`src/pse_pkg.sv`:
```
// Package for the port status and event register block: offsets, resets, state layout.
package pse_pkg;

  localparam int          PSE_MAX_PORTS = 31;
  localparam int          PSE_ADDR_W    = 8;
  localparam int          PSE_TMO_BIT   = 31;

  // Whole-register access
  localparam logic [7:0]  PSE_OFF_LEVEL     = 8'h00;
  localparam logic [7:0]  PSE_OFF_RISE      = 8'h04;
  localparam logic [7:0]  PSE_OFF_FALL      = 8'h08;
  localparam logic [7:0]  PSE_OFF_EVENT     = 8'h0C;
  localparam logic [7:0]  PSE_OFF_EVMASK    = 8'h10;
  localparam logic [7:0]  PSE_OFF_CERR      = 8'h14;
  localparam logic [7:0]  PSE_OFF_CMASK     = 8'h18;
  // Single-port access through the port selector
  localparam logic [7:0]  PSE_OFF_SEL       = 8'h20;
  localparam logic [7:0]  PSE_OFF_BIT_LEVEL = 8'h24;
  localparam logic [7:0]  PSE_OFF_BIT_RISE  = 8'h28;
  localparam logic [7:0]  PSE_OFF_BIT_FALL  = 8'h2C;
  localparam logic [7:0]  PSE_OFF_BIT_EVENT = 8'h30;
  localparam logic [7:0]  PSE_OFF_BIT_EVMSK = 8'h34;
  localparam logic [7:0]  PSE_OFF_BIT_CERR  = 8'h38;
  localparam logic [7:0]  PSE_OFF_BIT_CMASK = 8'h3C;
  // Interrupt status (write one to clear) and mask
  localparam logic [7:0]  PSE_OFF_IRQ_STS   = 8'h40;
  localparam logic [7:0]  PSE_OFF_IRQ_MASK  = 8'h44;

  localparam int          PSE_IRQ_EVENT_BIT = 0;
  localparam int          PSE_IRQ_CERR_BIT  = 1;

  localparam logic [31:0] PSE_RISE_RST      = 32'h0000_0000;
  localparam logic [31:0] PSE_FALL_RST      = 32'h0000_0000;
  localparam logic [31:0] PSE_MASK_RST      = 32'h0000_0000;
  localparam logic [1:0]  PSE_RESP_OKAY     = 2'h0;
  localparam logic [1:0]  PSE_RESP_SLVERR   = 2'h2;

  typedef struct packed {
    logic [31:0] sync1;
    logic [31:0] sync2;
    logic [31:0] prev;
    logic [31:0] rise;
    logic [31:0] fall;
    logic [31:0] ev;
    logic [31:0] evm;
    logic [31:0] cerr;
    logic [31:0] cmask;
    logic        tmo;
    logic [4:0]  sel;
    logic [1:0]  ists;
    logic [1:0]  imask;
    logic        summary;
    logic        irq;
    logic        awready;
    logic        aw_full;
    logic [7:0]  awaddr;
    logic        wready;
    logic        w_full;
    logic [31:0] wdata;
    logic [3:0]  wstrb;
    logic        bvalid;
    logic [1:0]  bresp;
    logic        arready;
    logic        rvalid;
    logic [31:0] rdata;
    logic [1:0]  rresp;
  } pse_state_type;

  localparam pse_state_type PSE_STATE_RST = '{
    rise:    PSE_RISE_RST,
    fall:    PSE_FALL_RST,
    evm:     PSE_MASK_RST,
    cmask:   PSE_MASK_RST,
    awready: 1'b1,
    wready:  1'b1,
    arready: 1'b1,
    default: '0
  };

endpackage : pse_pkg

```
`src/pse_port_status.sv`:
```
// Port status and event register bank with an AXI4-Lite slave.
//
// Function
// - Each port owns one bit of the level register, readable whole or one selected port at a time.
// - The level register returns the live synchronised status line of each port, with no latching or side effect.
// - Rise and fall select registers are read-write, one bit per port, each bit addressable on its own.
// - An event bit is set only by a status change in a direction enabled in the rise or fall select register.
// - Reset clears both select registers so no transition makes an event until software enables one.
// - The event register reads either whole or as the one bit of the selected port.
// - Reading the event register clears exactly the bits returned: one bit for a single-port read, all for a full read.
// - The event mask is read-write, one bit per port, accessible whole or per port.
// - Bit p of the comm error register belongs to port p, so several errors show as several bits.
// - Reading the comm error register clears the returned bits except the timeout summary bit, which follows its source.
// - The comm error mask is read-write, one bit per port, accessible whole or per port.
//
// The address map and the AXI4-Lite interface to the registers were decided locally.
`timescale 1ns/1ps
module pse_port_status
  import pse_pkg::*;
#(
  parameter int NUM_PORTS = 16
)(
  input  wire logic                  aclk,
  input  wire logic                  aresetn,
  input  wire logic [NUM_PORTS-1:0]  module_status_in,
  input  wire logic [NUM_PORTS-1:0]  comm_error_in,
  input  wire logic                  timeout_summary_bit,
  output logic                       summary_out,
  output logic                       irq,
  input  wire logic [PSE_ADDR_W-1:0] awaddr,
  input  wire logic                  awvalid,
  output logic                       awready,
  input  wire logic [31:0]           wdata,
  input  wire logic [3:0]            wstrb,
  input  wire logic                  wvalid,
  output logic                       wready,
  output logic [1:0]                 bresp,
  output logic                       bvalid,
  input  wire logic                  bready,
  input  wire logic [PSE_ADDR_W-1:0] araddr,
  input  wire logic                  arvalid,
  output logic                       arready,
  output logic [31:0]                rdata,
  output logic [1:0]                 rresp,
  output logic                       rvalid,
  input  wire logic                  rready
);

  localparam logic [31:0] PORT_MASK = 32'((64'h1 << NUM_PORTS) - 64'h1);

  pse_state_type s_r;
  pse_state_type s_nxt;

  // Byte-lane merge for whole-register writes
  function automatic logic [31:0] merge(input logic [31:0] old_v, input logic [31:0] d, input logic [3:0] strb);
    logic [31:0] res;
    res = old_v;
    for (int i = 0; i < 4; i++)
    begin
      if (strb[i])
      begin
        res[i*8 +: 8] = d[i*8 +: 8];
      end
    end
    return res & PORT_MASK;
  endfunction : merge

  // Single-port write of data bit 0 into the selected position
  function automatic logic [31:0] put_bit(input logic [31:0] old_v, input logic [4:0] idx, input logic b);
    logic [31:0] res;
    res = old_v;
    res[idx] = b;
    return res;
  endfunction : put_bit

  logic        sel_ok;
  logic [31:0] sel_one;
  logic [31:0] ev_set;
  logic [31:0] ev_clr;
  logic [31:0] cerr_set;
  logic [31:0] cerr_clr;
  logic [31:0] cerr_word;
  logic [31:0] rd_val;
  logic [1:0]  rd_resp;
  logic [1:0]  wr_resp;
  logic [1:0]  ists_clr;
  logic        do_read;
  logic        do_write;
  logic        bit_w;
  logic [31:0] edge_hit;

  // Per-port transition detect on the settled level; positions past the last port never fire
  for (genvar p = 0; p < 32; p++)
  begin : g_edge
    if (p < NUM_PORTS)
    begin : g_used
      logic went_up;
      logic went_down;
      assign went_up     = s_r.sync2[p] & ~s_r.prev[p];
      assign went_down   = ~s_r.sync2[p] & s_r.prev[p];
      assign edge_hit[p] = (went_up & s_r.rise[p]) | (went_down & s_r.fall[p]);
    end : g_used
    else
    begin : g_unused
      assign edge_hit[p] = 1'b0;
    end : g_unused
  end : g_edge

  always_comb
  begin
    s_nxt    = s_r;
    sel_ok   = 32'(s_r.sel) < NUM_PORTS;
    sel_one  = 32'h0000_0001 << s_r.sel;
    ev_clr   = 32'h0000_0000;
    cerr_clr = 32'h0000_0000;
    ists_clr = 2'h0;
    rd_val   = 32'h0000_0000;
    rd_resp  = PSE_RESP_OKAY;
    wr_resp  = PSE_RESP_OKAY;
    bit_w    = s_r.wdata[0] & s_r.wstrb[0];

    // Two-stage synchroniser on the module status pins; prev holds the last settled level
    s_nxt.sync1 = 32'(module_status_in);
    s_nxt.sync2 = s_r.sync1;
    s_nxt.prev  = s_r.sync2;
    s_nxt.tmo   = timeout_summary_bit;

    // Only enabled directions make events
    ev_set   = edge_hit;
    cerr_set = 32'(comm_error_in) & PORT_MASK;
    cerr_word = s_r.cerr | (32'(s_r.tmo) << PSE_TMO_BIT);

    // Read channel
    do_read = arvalid && s_r.arready;
    if (do_read)
    begin
      unique case (araddr)
        PSE_OFF_LEVEL:     rd_val = s_r.sync2 & PORT_MASK;
        PSE_OFF_RISE:      rd_val = s_r.rise;
        PSE_OFF_FALL:      rd_val = s_r.fall;
        PSE_OFF_EVENT:
        begin
          rd_val = s_r.ev;
          ev_clr = s_r.ev;
        end
        PSE_OFF_EVMASK:    rd_val = s_r.evm;
        PSE_OFF_CERR:
        begin
          rd_val   = cerr_word;
          cerr_clr = s_r.cerr;
        end
        PSE_OFF_CMASK:     rd_val = s_r.cmask;
        PSE_OFF_SEL:       rd_val = 32'(s_r.sel);
        PSE_OFF_IRQ_STS:   rd_val = 32'(s_r.ists);
        PSE_OFF_IRQ_MASK:  rd_val = 32'(s_r.imask);
        PSE_OFF_BIT_LEVEL: rd_val = 32'(s_r.sync2[s_r.sel]);
        PSE_OFF_BIT_RISE:  rd_val = 32'(s_r.rise[s_r.sel]);
        PSE_OFF_BIT_FALL:  rd_val = 32'(s_r.fall[s_r.sel]);
        PSE_OFF_BIT_EVENT:
        begin
          rd_val = 32'(s_r.ev[s_r.sel]);
          ev_clr = sel_ok ? sel_one : 32'h0000_0000;
        end
        PSE_OFF_BIT_EVMSK: rd_val = 32'(s_r.evm[s_r.sel]);
        PSE_OFF_BIT_CERR:
        begin
          rd_val   = 32'(s_r.cerr[s_r.sel]);
          cerr_clr = sel_ok ? sel_one : 32'h0000_0000;
        end
        PSE_OFF_BIT_CMASK: rd_val = 32'(s_r.cmask[s_r.sel]);
        default:           rd_resp = PSE_RESP_SLVERR;
      endcase
      // Per-port windows with a selector beyond the last port answer an error
      if (araddr >= PSE_OFF_BIT_LEVEL && araddr <= PSE_OFF_BIT_CMASK && !sel_ok)
      begin
        rd_resp = PSE_RESP_SLVERR;
        rd_val  = 32'h0000_0000;
      end
      s_nxt.rdata   = rd_val;
      s_nxt.rresp   = rd_resp;
      s_nxt.rvalid  = 1'b1;
      s_nxt.arready = 1'b0;
    end
    else if (s_r.rvalid && rready)
    begin
      s_nxt.rvalid  = 1'b0;
      s_nxt.arready = 1'b1;
    end

    // Write channels, taken in either order
    if (awvalid && s_r.awready)
    begin
      s_nxt.awaddr  = awaddr;
      s_nxt.aw_full = 1'b1;
      s_nxt.awready = 1'b0;
    end
    if (wvalid && s_r.wready)
    begin
      s_nxt.wdata  = wdata;
      s_nxt.wstrb  = wstrb;
      s_nxt.w_full = 1'b1;
      s_nxt.wready = 1'b0;
    end

    // Runs one cycle after the later handshake, once both halves are held
    do_write = s_r.aw_full && s_r.w_full && !s_r.bvalid;
    if (do_write)
    begin
      unique case (s_r.awaddr)
        PSE_OFF_RISE:      s_nxt.rise  = merge(s_r.rise, s_r.wdata, s_r.wstrb);
        PSE_OFF_FALL:      s_nxt.fall  = merge(s_r.fall, s_r.wdata, s_r.wstrb);
        PSE_OFF_EVMASK:    s_nxt.evm   = merge(s_r.evm, s_r.wdata, s_r.wstrb);
        PSE_OFF_CMASK:
        begin
          s_nxt.cmask = merge(s_r.cmask, s_r.wdata, s_r.wstrb);
          if (s_r.wstrb[3])
          begin
            s_nxt.cmask[PSE_TMO_BIT] = s_r.wdata[PSE_TMO_BIT];
          end
        end
        PSE_OFF_SEL:
        begin
          if (s_r.wstrb[0])
          begin
            s_nxt.sel = s_r.wdata[4:0];
          end
        end
        PSE_OFF_IRQ_STS:   ists_clr = s_r.wstrb[0] ? s_r.wdata[1:0] : 2'h0;
        PSE_OFF_IRQ_MASK:
        begin
          if (s_r.wstrb[0])
          begin
            s_nxt.imask = s_r.wdata[1:0];
          end
        end
        PSE_OFF_BIT_RISE:  s_nxt.rise  = put_bit(s_r.rise, s_r.sel, bit_w);
        PSE_OFF_BIT_FALL:  s_nxt.fall  = put_bit(s_r.fall, s_r.sel, bit_w);
        PSE_OFF_BIT_EVMSK: s_nxt.evm   = put_bit(s_r.evm, s_r.sel, bit_w);
        PSE_OFF_BIT_CMASK: s_nxt.cmask = put_bit(s_r.cmask, s_r.sel, bit_w);
        PSE_OFF_LEVEL, PSE_OFF_EVENT, PSE_OFF_CERR,
        PSE_OFF_BIT_LEVEL, PSE_OFF_BIT_EVENT, PSE_OFF_BIT_CERR:
          wr_resp = PSE_RESP_OKAY;
        default:           wr_resp = PSE_RESP_SLVERR;
      endcase
      if (s_r.awaddr >= PSE_OFF_BIT_LEVEL && s_r.awaddr <= PSE_OFF_BIT_CMASK && !sel_ok)
      begin
        // Out-of-range selector: undo any per-port update and report an error
        s_nxt.rise  = s_r.rise;
        s_nxt.fall  = s_r.fall;
        s_nxt.evm   = s_r.evm;
        s_nxt.cmask = s_r.cmask;
        wr_resp     = PSE_RESP_SLVERR;
      end
      s_nxt.bresp   = wr_resp;
      s_nxt.bvalid  = 1'b1;
      s_nxt.aw_full = 1'b0;
      s_nxt.w_full  = 1'b0;
    end
    else if (s_r.bvalid && bready)
    begin
      s_nxt.bvalid  = 1'b0;
      s_nxt.awready = 1'b1;
      s_nxt.wready  = 1'b1;
    end

    // Sticky bits: a new event in the clearing cycle survives
    s_nxt.ev   = (s_r.ev & ~ev_clr) | ev_set;
    s_nxt.cerr = (s_r.cerr & ~cerr_clr) | cerr_set;

    s_nxt.ists = (s_r.ists & ~ists_clr);
    s_nxt.ists[PSE_IRQ_EVENT_BIT] = s_nxt.ists[PSE_IRQ_EVENT_BIT] | (|ev_set);
    s_nxt.ists[PSE_IRQ_CERR_BIT]  = s_nxt.ists[PSE_IRQ_CERR_BIT] | (|cerr_set);

    s_nxt.summary = (|(s_nxt.ev & s_nxt.evm)) |
                    (|((s_nxt.cerr | (32'(s_nxt.tmo) << PSE_TMO_BIT)) & s_nxt.cmask));
    s_nxt.irq     = |(s_nxt.ists & s_nxt.imask);
  end

  // Synchronous reset loads the package reset image into every field
  always_ff @(posedge aclk)
  begin
    if (!aresetn)
    begin
      s_r <= PSE_STATE_RST;
    end
    else
    begin
      s_r <= s_nxt;
    end
  end

  assign summary_out = s_r.summary;
  assign irq         = s_r.irq;
  assign awready     = s_r.awready;
  assign wready      = s_r.wready;
  assign bvalid      = s_r.bvalid;
  assign bresp       = s_r.bresp;
  assign arready     = s_r.arready;
  assign rvalid      = s_r.rvalid;
  assign rdata       = s_r.rdata;
  assign rresp       = s_r.rresp;

endmodule : pse_port_status

```
`config.mk`:
```
export PLATFORM = sky130hd
export DESIGN_NAME = pse_port_status
export DESIGN_NICKNAME = d
export VERILOG_FILES = /design/src/pse_pkg.sv /design/src/pse_port_status.sv
export SDC_FILE = /design/constraint.sdc
export NUM_CORES = 1
export LEC_CHECK = 0
export CORE_MARGIN = 1.5
export CORE_UTILIZATION = 44
export CTS_BUF_LIST = sky130_fd_sc_hd__clkbuf_4 sky130_fd_sc_hd__clkbuf_8
export DETAILED_ROUTE_END_ITERATION = 10
export DONT_BUFFER_PORTS = 1
export HOLD_SLACK_MARGIN = 0.1
export PLACE_DENSITY = 0.63
export SYNTH_ARGS = -nofsm -noshare
export SYNTH_HDL_FRONTEND = slang
export SYNTH_SLANG_ARGS = --single-unit
```
`constraint.sdc`:
```
create_clock -name aclk -period 6.2 [get_ports aclk]
set_clock_uncertainty 0.05 [all_clocks]
set_input_delay 1.24 -clock aclk [delete_from_list [all_inputs] [get_ports aclk]]
set_output_delay 1.24 -clock aclk [all_outputs]
set_load 0.01 [all_outputs]
```
==> impl_metrics.json <==
{
  "first_iter_violations": 1907,
  "synth_compound_area_frac": 0.234,
  "cts.path.max_buffers": 3,
  "viasPerCell": 6.71,
  "first_global_vias": 13600,
  "grt_max_degree": 119,
  "slew-limit-headroom": 0.205,
  "start_kind": "primary input",
  "worst-path-max-fanout": 34,
  "synth_warnings": 0,
  "fillers": 3408,
  "crit_buf_inv": 2,
  "cp.arrival_ns": 4.51,
  "crit_required_ns": 6.61,
  "cts_max_level": 2,
  "crit_path_end": "summary_out",
  "cts_tree": "built",
  "period_share": 0.662,
  "rr_worst_depth": 8,
  "die_x_um": 192,
  "async_flop_share": 0,
  "power.leakage_uw": 0.00569,
  "synth.distinct_cells": 74,
  "tightestPinTransition_ns": 1.19,
  "start_util": 0.445,
  "grt_pass1_wl_um": 86500,
  "synth_edf_count": 0,
  "ctsRootBufferMaster": "clkbuf_8",
  "powerDensity_nw_per_um2": 252,
  "cp-startpoint": "araddr[5]",
  "hold_violations": 0,
  "cpMostUsedCell": "buf_4",
  "drc": 0,
  "gr-total-overflow": 0,
  "worstPathCellList": "or4_4 -> nor3_4 -> buf_4 -> nand2_1 -> buf_4 -> a31oi_1 -> o22ai_1 -> or4_1 -> nor4_1 -> a41oi_1",
  "finalSetupTns_ns": 0,
  "wl_per_cell_um": 26.9,
  "hold_class": "reg -> reg",
  "syn-cell-area_um2": 15800,
  "post_route_cells_drive_above_1_share": 0.141,
  "clock.fmax_mhz": 243,
  "rr_endpoint": "summary_out",
  "yosysSeqAreaShare": 0.408,
  "first_pass_iters": 9,
  "die_y_um": 192,
  "synth_seq_cells": 321,
  "antenna_found_initial": 1,
  "holdWs_ns": 0.379,
  "worstSetupPathDepth": 10,
  "final.setup.worst_slack_ns": 2.09,
  "cts.clk_slew.worst_paths_ns": 0.06,
  "slowest_stage": "or4_4",
  "worstSetupPathType": "in -> reg",
  "setup_viol": 0,
  "postCtsHoldBufs": 0,
  "wirelength_um": 58300,
  "maxCapViolCount": 0,
  "boundaryPins": 135,
  "syn_to_final_growth_pct": 6.67,
  "netlist_instances": 1771,
  "clk_latency_ns": 0.65,
  "status": "complete, no violations",
  "slowest_delay_ns": 0.58,
  "die-area_um2": 37000,
  "numCtsBuffers": 54,
  "end_kind": "register",
  "core_area_um2": 35400,
  "vias": 14500,
  "crit_family": "simple AND/OR/NAND/NOR gates",
  "cts_resized": 0,
  "synthMuxAreaShare": 0.0901,
  "rsz0062_at_grt": "no",
  "synth_fa_ha_area_frac": 0,
  "slew_viol_final": 0,
  "synth_top_family_by_area": "compound AO/OA/AOI/OAI gates",
  "num_rows": 69,
  "portBuffers": 0,
  "r2r_setup_slack_ns": 2.11,
  "syn_area_per_cell_um2": 8.90,
  "gp_congestion": 0.963,
  "finalCriticalPeriod_ns": 4.11,
  "synth_ff_type": "dfxtp_1",
  "ir_drop_v": 0.000165,
  "track_usage": 0.312,
  "cts_sinks": 321,
  "dp_slack_ns": 1.59,
  "num-nets-final": 1761,
  "synth_simple_gate_area_share": 0.209,
  "synth_xor_area_frac": 0,
  "cts_setup_buffers": 0,
  "r2r-start": "s_r[80]",
  "finalCoreUtilization": 0.475,
  "ant_nets": 0,
  "detailed_place_hpwl_um": 40200
}
layout by cell type (no fill, tap or decap), types with 7 or more instances in the layout:
cell      count
nand3_1      19
o221ai_1     19
nand2_1     138
buf_4        27
nor2_1      198
o221a_2      30
a22o_1       21
nand4_1       7
and2_1      116
nor3_1       13
o21ai_0      47
o22ai_1      20
a222oi_1     44
inv_1        12
o21a_1       12
nand2b_1     14
a22oi_1      70
dfxtp_1     319
or3_1         7
a31oi_1      55
clkbuf_8     64
mux4_2       55
nand3b_1     18
a221oi_1     13
clkbuf_4     23
nor4_1       29
mux2i_1      16
and3_1       34
a21oi_1     168
how the worst min path moves through the flow:
stage / to / startpoint / depth (start not counted)
2_1_floorplan: s_nxt[291] / s_nxt[323] / 1
3_3_place_gp: s_nxt[295] / s_nxt[327] / 1
3_5_place_dp: s_nxt[294] / s_nxt[326] / 1
4_1_cts: s_nxt[294] / s_nxt[326] / 1
5_1_grt: s_nxt[295] / s_nxt[327] / 1
6_report: s_nxt[294] / s_nxt[326] / 1
worst reg2reg max path, cell delays in order, from the launching register on:
cell and delay (ns):
dfxtp_1 0.52, nand4bb_1 0.65, nor2_1 1.07, a21boi_0 0.27, o21ai_0 0.22, a21boi_0 0.54, o22ai_1 0.17, nor4_1 0.26
a41oi_1 0.15
synth_stat cells (4+ instances only):
library cell,number,area share
nand3_1,19,0.0060
or4_1,4,0.0019
mux4_2,55,0.079
buf_1,8,0.0019
o21a_1,12,0.0057
or4b_1,4,0.0025
nand2_1,138,0.033
o221a_2,30,0.021
or3_1,7,0.0028
nor2b_1,5,0.0020
nor4_1,29,0.012
and3_1,34,0.013
nand3b_1,18,0.0086
a31oi_1,55,0.022
buf_2,17,0.0054
a222oi_1,44,0.028
nand4_1,7,0.0028
or2_2,6,0.0024
o221ai_1,19,0.011
clkbuf_1,121,0.029
and2_1,116,0.046
nand2b_1,14,0.0056
mux2i_1,16,0.010
a22o_1,21,0.012
nor3_1,17,0.0054
o22ai_1,20,0.0079
buf_4,36,0.017
a21oi_1,168,0.053
nor3_4,4,0.0041
nor2_1,203,0.048
a21boi_0,4,0.0019
a22oi_1,70,0.033
o21ai_0,47,0.015
or3b_1,4,0.0022
dfxtp_1,321,0.41
a221oi_1,13,0.0072
inv_1,12,0.0029
report_power, final:
part	total, uW	leakage, uW	switching, uW	internal [uW]
combinational	159	0.00250	106	52.5
clock	1940	0.000590	872	1070
sequential	2150	0.00261	47.8	2100
metrics by stage:
stage	cells	cell area (um2)	total power (uW)
5_1_grt	2168	16800	4390
3_5_place_dp	2074	15700	2350
4_1_cts	2168	16800	4280
3_3_place_gp	2074	15700	2340
6_report	2169	16800	4240
2_1_floorplan	1772	15800	2300
flip-flops by register name, summed over array words and instances (netlist names):
name and flops:
irq 1, rvalid 1, rresp 1, bresp 1
arready 1, summary_out 1, bvalid 1, rdata 32
s_nxt 32, s_r 248, awready 1, wready 1
cell type report:
cell class	count	area (um2)	share of cell area
Multi-Input combinational cell	1252	8470	0.503
Sequential cell	321	6430	0.382
Clock buffer	87	1050	0.0626
Tap cell	461	577	0.0343
Timing Repair Buffer	27	203	0.0120
Inverter	13	51.3	0.00305
Clock inverter	7	37.5	0.00223
Antenna cell	1	2.50	0.000149
per-layer routing:
metal,vias up,GRT usage,share of wire
li1,6404,-,-
met1,7036,0.374,0.37
met2,898,0.518,0.47
met3,206,0.0684,0.093
met4,0,0.178,0.062
met5,-,0,0
cells by family (layout without fill, tap and decap cells):
family,count (synthesis),count (layout)
other cells,1,3
simple gates,644,644
buf+inv,199,134
mux,73,73
compound gates,533,533
flops,321,321
(Power assumes the default switching activity.)
